`src/core/pic_regs.svh`:
```
/*
 interrupt controller register offsets, field positions, reset values and timing counts.
 assumes a 125 MHz aclk and 32-bit AXI4-Lite registers at byte addresses four apart.
*/
`ifndef PIC_REGS_SVH
`define PIC_REGS_SVH
// register byte offsets
`define OFS_GLOBAL_EN      6'h00
`define OFS_EP_EN          6'h04
`define OFS_STATUS         6'h08
`define OFS_PENDING        6'h0c
`define OFS_CPU_CMD        6'h10
`define OFS_VECTOR         6'h14
`define OFS_GPIO_CFG       6'h18
`define OFS_DAC_CFG        6'h1c
// global enable fields
`define GEN_BUSRST         0
`define GEN_T128           1
`define GEN_T1024          2
`define GEN_DAC            4
`define GEN_GPIO           5
`define GEN_I2C            6
`define GEN_MASK           8'h77
`define EP_MASK            8'h1f
// status fields
`define ST_IE_SENSE        2
`define ST_BUSRST          5
`define ST_IRQ_PEND        7
// reset values
`define RST_GLOBAL_EN      8'h00
`define RST_EP_EN          8'h00
`define RESET_VECTOR       16'h0000
// timing
`define CLK_MHZ            125
`define SE0_MIN_US         12
`define SE0_CYCLES         (`SE0_MIN_US * `CLK_MHZ)
`define CALL_CYCLES        10
`define JMP_CYCLES         5
`endif

```
`src/core/pic_pkg.sv`:
```
/*
 types for the interrupt controller.
 assumes the offsets and counts of pic_regs.svh.
*/
`default_nettype none
package pic_pkg;
   typedef enum logic [1:0]
   {
      ST_RUN  = 2'b00,
      ST_CALL = 2'b01,
      ST_JMP  = 2'b10
   } seq_state_e;
   typedef struct packed
   {
      logic       ep_done;   // final handshake seen
      logic [4:0] ep_id;     // one bit each: a0..a2 as bits 0..2, b0..b1 as bits 3..4
   } ep_event_s;
   typedef struct packed
   {
      logic [3:0] pins;
      logic [3:0] pol;       // 1 rising, 0 falling
      logic [3:0] en;
   } pin_group_s;
endpackage : pic_pkg
`default_nettype wire

```
`src/core/priority_interrupt_controller.sv`:
```
/*
 priority interrupt controller with AXI4-Lite registers and a forced-call sequencer.
 assumes the core signals instruction boundaries and return/enable/disable instructions,
 sources give one-cycle events, and pins are asynchronous.
*/
// Behaviour
// - endpoint enable: bits 0-2 endpoints a0-a2, bits 3-4 b0-b1, top reserved
// - any reset clears global and endpoint enable registers
// - each source has its own pending flop held until serviced or reset
// - pending flag requests service only while its enable is set
// - only highest active request served, only at an instruction boundary
// - service clears global enable, then pending, then calls the vector
// - forced call pushes program counter with carry and zero flags
// - return from interrupt restores pc and flags and sets global enable
// - enable/disable touch only global enable; pending still shows at status bit 7
// - vector 1 bus reset highest, vector 12 lowest priority
// - after any reset execution starts at address 0x0000
// - vectors two bytes apart: bus reset 0x0002, timers 0x0004 and 0x0006
// - endpoints 0x0008-0x0010, 0x0012 reserved, dac 0x0014, gpio 0x0016, i2c 0x0018
// - latency is remaining cycles plus 10 for call plus 5 for jump
// - se0 lasting 12 us detects bus reset and sets status bit 5
// - bus reset interrupt raised when se0 ends; it aborts start-up delay
// - detected bus reset clears device address registers
// - endpoint interrupt on final ack; unacked in raises none
// - dac pins edge by polarity, share one vector without priority
// - after a dac trigger others blocked until pin inactive or disabled
// - gpio shares vector, per-port polarity, lockout, enables survive acknowledge
// - parallel host port owns gpio vector, gated only by global bit 5
// - global enable: bit0 bus reset, 1 and 2 timers, 4 dac, 5 gpio, 6 i2c
`include "pic_regs.svh"
`default_nettype none
module priority_interrupt_controller
(
   input  wire logic                aclk,
   input  wire logic                aresetn,
   input  wire logic [5:0]          s_axi_awaddr,
   input  wire logic                s_axi_awvalid,
   output logic                     s_axi_awready,
   input  wire logic [31:0]         s_axi_wdata,
   input  wire logic [3:0]          s_axi_wstrb,
   input  wire logic                s_axi_wvalid,
   output logic                     s_axi_wready,
   output logic [1:0]               s_axi_bresp,
   output logic                     s_axi_bvalid,
   input  wire logic                s_axi_bready,
   input  wire logic [5:0]          s_axi_araddr,
   input  wire logic                s_axi_arvalid,
   output logic                     s_axi_arready,
   output logic [31:0]              s_axi_rdata,
   output logic [1:0]               s_axi_rresp,
   output logic                     s_axi_rvalid,
   input  wire logic                s_axi_rready,
   input  wire logic                se0_pin,
   input  wire logic                tick_128us,
   input  wire logic                tick_1024ms,
   input  wire pic_pkg::ep_event_s  ep_event,
   input  wire logic                ep_in_nak,
   input  wire logic [3:0]          dac_pins,
   input  wire logic [7:0]          gpio_pins,
   input  wire logic                parallel_host_port,
   input  wire logic                parallel_host_port_evt,
   input  wire logic                i2c_evt,
   input  wire logic                instr_done,
   input  wire logic                return_from_interrupt,
   input  wire logic                enable_interrupts_instr,
   input  wire logic                disable_interrupts_instr,
   input  wire logic [15:0]         pc,
   input  wire logic                carry_flag,
   input  wire logic                zero_flag,
   output logic                     push_req,
   output logic [17:0]              push_data,
   output logic                     restore_req,
   output logic                     force_call,
   output logic [15:0]              vector_addr,
   output logic                     seq_busy,
   output logic                     startup_abort,
   output logic                     dev_addr_clear
);

////////////////////////////////////////////////////////////////////////////////
   localparam int NSRC = 12;

   function automatic logic [3:0] pick_vector(input logic [NSRC:1] req);
      logic [3:0] v;
      v = 4'h0;
      for (int i = NSRC; i >= 1; i--)
      begin
         if (req[i])
            v = 4'(i);   // lowest number wins
      end
      return v;
   endfunction : pick_vector

   function automatic logic [15:0] vec_to_addr(input logic [3:0] v);
      return {11'h000, v, 1'b0};   // two-byte entries
   endfunction : vec_to_addr

////////////////////////////////////////////////////////////////////////////////
   logic [7:0]   global_en_ff;
   logic [7:0]   ep_en_ff;
   logic         gie_ff;
   logic         busrst_stat_ff;
   logic [NSRC:1] pend_ff;
   logic [NSRC:1] nxt_pend;
   logic [NSRC:1] enab;
   logic [NSRC:1] req;
   logic [NSRC:1] evt;
   logic [3:0]   vec_ff;
   logic [3:0]   cnt_ff;
   pic_pkg::seq_state_e state_ff;
   pic_pkg::pin_group_s dac_cfg_ff;
   logic [7:0]   gpio_pol_ff;
   logic [7:0]   gpio_en_ff;

   // pin synchronisers: three flops, change counted when stages two and three agree
   logic [12:0]  pin_s1_ff;
   logic [12:0]  pin_s2_ff;
   logic [12:0]  pin_s3_ff;
   logic [12:0]  pin_q_ff;
   logic [12:0]  pin_prev_ff;
   logic [12:0]  pin_raw;
   assign pin_raw = {se0_pin, gpio_pins, dac_pins};

   always_ff @(posedge aclk)
   begin
      if (!aresetn)
      begin
         pin_s1_ff   <= 13'h0000;
         pin_s2_ff   <= 13'h0000;
         pin_s3_ff   <= 13'h0000;
         pin_q_ff    <= 13'h0000;
         pin_prev_ff <= 13'h0000;
      end
      else
      begin
         pin_s1_ff   <= pin_raw;
         pin_s2_ff   <= pin_s1_ff;
         pin_s3_ff   <= pin_s2_ff;
         pin_q_ff    <= (pin_s2_ff & pin_s3_ff) | (pin_q_ff & (pin_s2_ff | pin_s3_ff));
         pin_prev_ff <= pin_q_ff;
      end
   end

////////////////////////////////////////////////////////////////////////////////
   // bus reset detect: long se0 arms, its end raises the event
   logic [11:0]  se0_cnt_ff;
   logic         se0_armed_ff;
   wire  logic   se0_now = pin_q_ff[12];
   wire  logic   busrst_evt = se0_armed_ff & ~se0_now;

   always_ff @(posedge aclk)
   begin
      if (!aresetn)
      begin
         se0_cnt_ff   <= 12'h000;
         se0_armed_ff <= 1'b0;
      end
      else if (!se0_now)
      begin
         se0_cnt_ff   <= 12'h000;
         se0_armed_ff <= 1'b0;
      end
      else if (se0_cnt_ff == 12'(`SE0_CYCLES - 1))
         se0_armed_ff <= 1'b1;   // 12 us of se0
      else
         se0_cnt_ff <= se0_cnt_ff + 12'h001;
   end

   // start-up delay abort and address clear stay high from detection until se0 ends
   assign startup_abort  = se0_armed_ff;
   assign dev_addr_clear = se0_armed_ff;

////////////////////////////////////////////////////////////////////////////////
   // shared-vector pins with lockout: one active pin blocks others
   logic [3:0] dac_act;
   logic [7:0] gpio_act;
   logic       dac_lock_ff;
   logic       gpio_lock_ff;
   logic       dac_evt;
   logic       gpio_evt;

   assign dac_act  = ~(pin_q_ff[3:0] ^ dac_cfg_ff.pol) & dac_cfg_ff.en;
   assign gpio_act = ~(pin_q_ff[11:4] ^ gpio_pol_ff) & gpio_en_ff;
   assign dac_evt  = !dac_lock_ff && |dac_act;
   // parallel host port blocks pin events and takes the vector
   assign gpio_evt = parallel_host_port ? parallel_host_port_evt : (!gpio_lock_ff && |gpio_act);

   always_ff @(posedge aclk)
   begin
      if (!aresetn)
      begin
         dac_lock_ff  <= 1'b0;
         gpio_lock_ff <= 1'b0;
      end
      else
      begin
         dac_lock_ff  <= |dac_act;    // released when pin inactive or disabled
         gpio_lock_ff <= |gpio_act;
      end
   end

////////////////////////////////////////////////////////////////////////////////
   // ack on final handshake only; an unacked in is dropped by ep_in_nak even with ep_done high
   logic [4:0] ep_evt;
   assign ep_evt = (ep_event.ep_done && !ep_in_nak) ? ep_event.ep_id : 5'h00;
   assign evt = {i2c_evt, gpio_evt, dac_evt, 1'b0, ep_evt, tick_1024ms, tick_128us, busrst_evt};

   // ep enable bits map a0..a2 and b0..b1 onto vectors 4..8
   assign enab = {global_en_ff[`GEN_I2C], global_en_ff[`GEN_GPIO], global_en_ff[`GEN_DAC], 1'b0,
                  ep_en_ff[4:0], global_en_ff[`GEN_T1024], global_en_ff[`GEN_T128],
                  global_en_ff[`GEN_BUSRST]};
   assign req = pend_ff & enab;   // disabled pending stays latched

   always_comb
   begin
      nxt_pend = pend_ff;
      if (state_ff == pic_pkg::ST_RUN && instr_done && gie_ff && |req)
         nxt_pend[pick_vector(req)] = 1'b0;   // clear serviced flop
      nxt_pend = nxt_pend | evt;              // a new event wins over the clear
   end

   always_ff @(posedge aclk)
   begin
      if (!aresetn)
         pend_ff <= 12'h000;
      else
         pend_ff <= nxt_pend;
   end

////////////////////////////////////////////////////////////////////////////////
   // sequencer: call phase then jump phase
   wire logic take = state_ff == pic_pkg::ST_RUN && instr_done && gie_ff && |req;

   always_ff @(posedge aclk)
   begin
      if (!aresetn)
      begin
         state_ff <= pic_pkg::ST_RUN;
         cnt_ff   <= 4'h0;
         vec_ff   <= 4'h0;
      end
      else
      begin
         unique case (state_ff)
            pic_pkg::ST_RUN:
            begin
               if (take)
               begin
                  state_ff <= pic_pkg::ST_CALL;
                  cnt_ff   <= 4'(`CALL_CYCLES - 1);
                  vec_ff   <= pick_vector(req);
               end
            end
            pic_pkg::ST_CALL:
            begin
               if (cnt_ff == 4'h0)
               begin
                  state_ff <= pic_pkg::ST_JMP;
                  cnt_ff   <= 4'(`JMP_CYCLES - 1);
               end
               else
                  cnt_ff <= cnt_ff - 4'h1;
            end
            pic_pkg::ST_JMP:
            begin
               if (cnt_ff == 4'h0)
                  state_ff <= pic_pkg::ST_RUN;
               else
                  cnt_ff <= cnt_ff - 4'h1;
            end
            default:
               state_ff <= pic_pkg::ST_RUN;
         endcase
      end
   end

   assign seq_busy    = state_ff != pic_pkg::ST_RUN;
   assign force_call  = take;
   assign push_req    = take;
   assign push_data   = {carry_flag, zero_flag, pc};
   assign restore_req = return_from_interrupt;
   assign vector_addr = aresetn ? vec_to_addr(vec_ff) : `RESET_VECTOR;

   // global enable inside the core; cleared first on service
   always_ff @(posedge aclk)
   begin
      if (!aresetn)
         gie_ff <= 1'b0;
      else if (take)
         gie_ff <= 1'b0;
      else if (return_from_interrupt || enable_interrupts_instr)
         gie_ff <= 1'b1;
      else if (disable_interrupts_instr)
         gie_ff <= 1'b0;
   end

////////////////////////////////////////////////////////////////////////////////
   // axi4-lite slave: one write and one read at a time, answer a cycle after both halves
   logic [5:0]  awaddr_ff;
   logic [31:0] wdata_ff;
   logic [3:0]  wstrb_ff;
   logic        aw_ok_ff;
   logic        w_ok_ff;
   wire  logic  do_wr = aw_ok_ff && w_ok_ff && !s_axi_bvalid;

   assign s_axi_awready = !aw_ok_ff && !s_axi_bvalid;
   assign s_axi_wready  = !w_ok_ff && !s_axi_bvalid;
   assign s_axi_arready = !s_axi_rvalid;

   always_ff @(posedge aclk)
   begin
      if (!aresetn)
      begin
         aw_ok_ff     <= 1'b0;
         w_ok_ff      <= 1'b0;
         awaddr_ff    <= 6'h00;
         wdata_ff     <= 32'h0000_0000;
         wstrb_ff     <= 4'h0;
         s_axi_bvalid <= 1'b0;
         s_axi_bresp  <= 2'b00;
      end
      else
      begin
         if (s_axi_awvalid && s_axi_awready)
         begin
            aw_ok_ff  <= 1'b1;
            awaddr_ff <= s_axi_awaddr;
         end
         if (s_axi_wvalid && s_axi_wready)
         begin
            w_ok_ff  <= 1'b1;
            wdata_ff <= s_axi_wdata;
            wstrb_ff <= s_axi_wstrb;
         end
         if (do_wr)
         begin
            aw_ok_ff     <= 1'b0;
            w_ok_ff      <= 1'b0;
            s_axi_bvalid <= 1'b1;
            s_axi_bresp  <= (awaddr_ff > `OFS_DAC_CFG) ? 2'b10 : 2'b00;
         end
         else if (s_axi_bvalid && s_axi_bready)
            s_axi_bvalid <= 1'b0;
      end
   end

   // software writable configuration; only strobe bit 0 gates a write, gpio and dac config also take data from byte lane 1
   wire logic wr_b0 = do_wr && wstrb_ff[0];

   always_ff @(posedge aclk)
   begin
      if (!aresetn)
      begin
         global_en_ff <= `RST_GLOBAL_EN;
         ep_en_ff     <= `RST_EP_EN;
         dac_cfg_ff   <= '0;
         gpio_pol_ff  <= 8'h00;
         gpio_en_ff   <= 8'h00;
      end
      else if (wr_b0)
      begin
         unique case (awaddr_ff)
            `OFS_GLOBAL_EN: global_en_ff <= wdata_ff[7:0] & `GEN_MASK;
            `OFS_EP_EN:     ep_en_ff     <= wdata_ff[7:0] & `EP_MASK;
            `OFS_DAC_CFG:   dac_cfg_ff   <= wdata_ff[11:0];
            `OFS_GPIO_CFG:
            begin
               gpio_pol_ff <= wdata_ff[7:0];
               gpio_en_ff  <= wdata_ff[15:8];
            end
            default: ;
         endcase
      end
   end

   // bus reset status bit: set wins over write-zero clear
   always_ff @(posedge aclk)
   begin
      if (!aresetn)
         busrst_stat_ff <= 1'b0;
      else if (busrst_evt)
         busrst_stat_ff <= 1'b1;
      else if (wr_b0 && awaddr_ff == `OFS_STATUS && !wdata_ff[`ST_BUSRST])
         busrst_stat_ff <= 1'b0;
   end

   always_ff @(posedge aclk)
   begin
      if (!aresetn)
      begin
         s_axi_rvalid <= 1'b0;
         s_axi_rdata  <= 32'h0000_0000;
         s_axi_rresp  <= 2'b00;
      end
      else if (s_axi_arvalid && s_axi_arready)
      begin
         s_axi_rvalid <= 1'b1;
         s_axi_rresp  <= 2'b00;
         unique case (s_axi_araddr)
            `OFS_GLOBAL_EN: s_axi_rdata <= {24'h0, global_en_ff};
            `OFS_EP_EN:     s_axi_rdata <= {24'h0, ep_en_ff};   // reserved read zero
            // pending seen even with global enable clear
            `OFS_STATUS:    s_axi_rdata <= {24'h0, |req, 1'b0, busrst_stat_ff, 2'b00, gie_ff, 2'b00};
            `OFS_PENDING:   s_axi_rdata <= {19'h0, pend_ff, 1'b0};
            `OFS_CPU_CMD:   s_axi_rdata <= {30'h0, seq_busy, gie_ff};
            `OFS_VECTOR:    s_axi_rdata <= {16'h0, vector_addr};
            `OFS_GPIO_CFG:  s_axi_rdata <= {16'h0, gpio_en_ff, gpio_pol_ff};
            `OFS_DAC_CFG:   s_axi_rdata <= {20'h0, dac_cfg_ff};
            default:
            begin
               s_axi_rdata <= 32'h0000_0000;
               s_axi_rresp <= 2'b10;
            end
         endcase
      end
      else if (s_axi_rvalid && s_axi_rready)
         s_axi_rvalid <= 1'b0;
   end

////////////////////////////////////////////////////////////////////////////////
   AST_SERVE_CLEARS_GIE: assert property (@(posedge aclk) disable iff (!aresetn)
      take |=> !gie_ff) else $error("global enable not cleared on service");
   // end points of each phase; the counter cannot leave a phase early
   AST_CALL_LEN: assert property (@(posedge aclk) disable iff (!aresetn)
      take |=> (state_ff == pic_pkg::ST_CALL) ##9 (state_ff == pic_pkg::ST_CALL)
      ##1 (state_ff == pic_pkg::ST_JMP) ##4 (state_ff == pic_pkg::ST_JMP)
      ##1 (state_ff == pic_pkg::ST_RUN)) else $error("call or jump length wrong");
   AST_ONLY_ENABLED: assert property (@(posedge aclk) disable iff (!aresetn)
      take |-> gie_ff && (req[pick_vector(req)] == 1'b1)
      && ((req & ~({NSRC{1'b1}} << (pick_vector(req) - 4'h1))) == '0)) else $error("service without request");
   AST_PEND_CLEAR: assert property (@(posedge aclk) disable iff (!aresetn)
      take && !evt[pick_vector(req)] |=> !pend_ff[vec_ff])
      else $error("pending flop not cleared");
   AST_VEC_ADDR: assert property (@(posedge aclk) disable iff (!aresetn)
      take |=> vector_addr == 16'(vec_ff) * 16'h0002 && vec_ff >= 4'h1 && vec_ff <= 4'hc)
      else $error("vector address wrong");
   AST_RETURN_FROM_INTERRUPT_GIE: assert property (@(posedge aclk) disable iff (!aresetn)
      return_from_interrupt && !take |=> gie_ff) else $error("return did not enable");
   AST_PEND_HOLD: assert property (@(posedge aclk) disable iff (!aresetn)
      pend_ff[3] && !take |=> pend_ff[3]) else $error("pending lost");
   AST_BOUNDARY: assert property (@(posedge aclk) disable iff (!aresetn)
      force_call |-> instr_done && state_ff == pic_pkg::ST_RUN) else $error("call off boundary");
   AST_BUSRST_STAT: assert property (@(posedge aclk) disable iff (!aresetn)
      busrst_evt |=> busrst_stat_ff && pend_ff[1]) else $error("bus reset not recorded");

endmodule : priority_interrupt_controller
`default_nettype wire

```
`config.mk`:
```
export PLATFORM = sky130hd
export DESIGN_NAME = priority_interrupt_controller
export DESIGN_NICKNAME = d
export VERILOG_FILES = /design/src/core/pic_pkg.sv /design/src/core/priority_interrupt_controller.sv
export VERILOG_INCLUDE_DIRS = /design/src /design/src/core
export SDC_FILE = /design/constraint.sdc
export NUM_CORES = 1
export LEC_CHECK = 0
export ABC_AREA = 1
export BUFFER_PORTS_ARGS = -buffer_cell sky130_fd_sc_hd__buf_4
export CORE_MARGIN = 5
export CORE_UTILIZATION = 45
export CTS_CLUSTER_DIAMETER = 30
export DETAILED_ROUTE_END_ITERATION = 7
export HOLD_SLACK_MARGIN = 0.05
export PLACE_DENSITY = 0.69
export SYNTH_ARGS = -nofsm -noshare
export SYNTH_HDL_FRONTEND = slang
export SYNTH_SLANG_ARGS = --single-unit
```
`constraint.sdc`:
```
create_clock -name aclk -period 2.2 [get_ports aclk]
set_input_delay 0.66 -clock aclk [delete_from_list [all_inputs] [get_ports aclk]]
set_output_delay 0.66 -clock aclk [all_outputs]
set_load 0.02 [all_outputs]
```
==> results.md <==
- Status: complete, no violations
- Final Hold Fails: 0
- Footprint of the multi-input gates: roughly 3100 sq um
- Antenna cells: 0
- # setup viols final: 0
- Max Clock Skew: between 9 and 10 ps
- # fillers: approximately 1700
- WP data required: ~1500 ps
- DR pass1 iterations: 5
- Leakage: between 4 and 5 nW
- Die area: around 19000 sq um
- Initial core utilization: a little under half
- Number of routed nets with antenna violations: 0
- Synthesis Warnings: 0
- Setup TNS: 0 ps
- Total power draw: around 7.7 mW
- Total CTS buffers: 17
- Final worst path period share: about 97%
- Reg2reg end: dac_cfg_ff[7]
- Drt total wl: ~18000 um
- RSZ-0062 raised after global routing: false
- FMAX: approximately 0.47 GHz
- Hold path cells: 2
- CTS tree: built
- Hold EP: pin_s2_ff[2]
- Core Region: 16470 sq um
- Type of origin of the critical path: register
- Boundary Pins: 183
- CP Capture Type: primary output
- Average via count per standard cell: 4.838
- Yosys reg bits: 175
- Fraction of registers with async set/reset: 0%
- NumNets Final: between 1000 and 1500
- Worst-margin pin slew: 595.3 ps
- Worst min-delay path category: reg -> reg
- Vias: 6435
- Layout cells sized above 1: between 10% and 20%
- Drt wl/cell: about 13 um
- Mapped Cells: roughly 1000
- Final Max Slew Viols: 0
- Synth Flop Type: dfxtp_1
- Area grow syn2layout: 18.76%
- Area contributors post-synth: dfxtp_1 47%, nand2_1 9.0%, nor2_1 6.9%
- Synth top cells by count: 180 x nand2_1, 175 x dfxtp_1, 138 x nor2_1
- Worst hold margin: 409.5 ps
- Slew margin rel.: 60.21%
- Setup Crit Path Kind: reg -> out
- CP arrival: between 1000 and 1500 ps
- Fin crit period: 2133 ps
- DRC: 0
- Synthesized area: 7516 sq um
- First-pass GRT wire length: 29180 um
- Vias in the first global route: about 6000
- Most frequent cell after synthesis: nand2_1
- Largest net degree at the start of global routing: about 120
- Clock Latency Late Sink: 420 ps
- Pwr dens: ~860 nW/um^2
- R2R Path Start: awaddr_ff[0]
- Maximum Capacitance Violations: 0
- EDFF count, synth: 0
- Htree depth: 4
- Post-synth cell types: 51
- Total congestion overflow: 0
- Clk buf depth: 2
- Die height: 139.2 um
- Post-synth top area share: approximately 47%
- CP Max Fanout: 3
- Register area: around 3500 sq um
- Initial antenna violation count: 0
- Worst-case reg-to-reg path depth: 6
- Clk sinks: around 180
- Root Driver: clkbuf_16
- Worst R2R Setup Slack: 400 ps
- Largest area contributor in the netlist: dfxtp_1
- Total track usage: roughly 18%
- Min-delay src: pin_s1_ff[2]
- Violation count after the first detailed-routing iteration: roughly 380
- Average cell area after synthesis: ~7.4 sq um
- DP Wirelength: between 10000 and 15000 um
- Register area share after synthesis: roughly 47%
- Row count: between 40 and 50
- Peak supply drop: a little under 0.0006 V
- Die Wd: 139.2 um
- Port Buffers: 97
- GP Congestion: approximately 0.9
- Clk slew on worst S/H paths: about 70 ps
[worst max-delay path, cell delays in order (launching register included)]
cell and delay, ps:
dfxtp_2 360, nand2_1 110, nand3_2 80, nor2_1 140, nand2_2 90, nand2_4 90
inv_2 40, buf_4 150
[layer usage]
metal  vias up  global-route usage [%]  wire length (um)
li1       3319                       -                 -
met1      2900                   25.64              8608
met2       194                   28.27              7916
met3        22                   4.563              1071
met4         0                   5.046               252
met5         -                       0                 0
[cell type report]
class / count / area share [%]
Clock buffer: 18 / 4.920
Tap cell: 220 / 3.084
Multi-Input combinational cell: 649 / 34.78
Timing Repair Buffer: 112 / 9.560
Clock inverter: 14 / 2.299
Inverter: 142 / 5.985
Sequential cell: 175 / 39.37
[cell usage in the layout (no fill, tap or decap), types with 2 or more instances in the layout]
master,instances
xor2_1,5
conb_1,30
nand2_1,173
nand4_1,12
nor4_1,2
inv_2,9
nand3_2,2
o21a_1,2
o211ai_1,3
clkinv_2,2
ha_1,5
bufinv_16,4
o22ai_1,8
o21ai_2,2
inv_1,131
nor2_2,5
buf_4,111
inv_8,2
o221ai_1,2
nor3_1,10
nor3_2,3
clkinvlp_4,3
inv_6,3
o21ai_0,93
nand3b_1,2
o31ai_1,2
clkbuf_16,17
dfxtp_1,166
xnor2_1,3
a21oi_2,2
a211oi_1,2
nor2_1,137
a21oi_1,88
nand3_1,25
a22oi_1,2
dfxtp_2,9
nand2_2,10
o21ai_1,4
[flip-flops by register name, indices dropped and copies added (netlist names), 12 cells and up]
| register | count |
|---|---|
| pin_s2_ff | 13 |
| pin_q_ff | 13 |
| se0_cnt_ff | 12 |
| pin_s3_ff | 13 |
| s_axi_rdata | 16 |
| wdata_ff | 16 |
| dac_cfg_ff | 12 |
| pend_ff | 12 |
| pin_s1_ff | 13 |
[metrics by stage]
stage | setup slack, ps | cells | area (sq um) | util, %
4_1_cts | 7.395 | 1329 | 8896 | 54.03
3_5_place_dp | 173.8 | 1295 | 8220 | 49.92
5_1_grt | 8.152 | 1330 | 8926 | 54.21
3_3_place_gp | 225.2 | 1295 | 8220 | 49.92
2_1_floorplan | 178.6 | 1045 | 7625 | -
6_report | 67.41 | 1330 | 8926 | 54.21
[how the worst max path moves through the flow]
stage                                 end  slack, ps             from  cells past startpoint
after floorplan                  push_req        180       instr_done                      5
after global placement    s_axi_rdata[15]        230  s_axi_araddr[0]                      8
after detailed placement   s_axi_rdata[2]        170  s_axi_araddr[1]                      8
after CTS                      force_call          7       pend_ff[5]                      7
after global routing           force_call          8      state_ff[0]                      7
final                          force_call         70      pend_ff[12]                      7
[power breakdown]
group          leakage, nW  switching [mW]  internal, mW
Clock                0.307            1.30          1.96
Combinational         2.43           0.592         0.375
Sequential            1.43           0.125          3.32
Total                 4.16            2.02          5.65
[logic make-up (layout without fill, tap and decap cells)]
kind of cell	after synthesis	in the layout	share of synthesized area [%]
AO/OA/AOI/OAI	216	216	15.42
XOR/XNOR	8	8	0.9323
adder cells (fa/ha/maj)	6	6	0.9988
buffers and inverters	221	286	13.90
flip-flops	175	175	46.61
other	1	30	0.04989
AND/OR/NAND/NOR	389	389	22.09
[timing repair]
item | in CTS | in global routing
resized for setup | 10 | 11
endpoints found under the setup margin | 2 | 2
buffers inserted | 2 | 1
hold buffers | 0 | 0
pin swaps | 2 | 2
No activity file was read; power rests on OpenSTA's default activity.
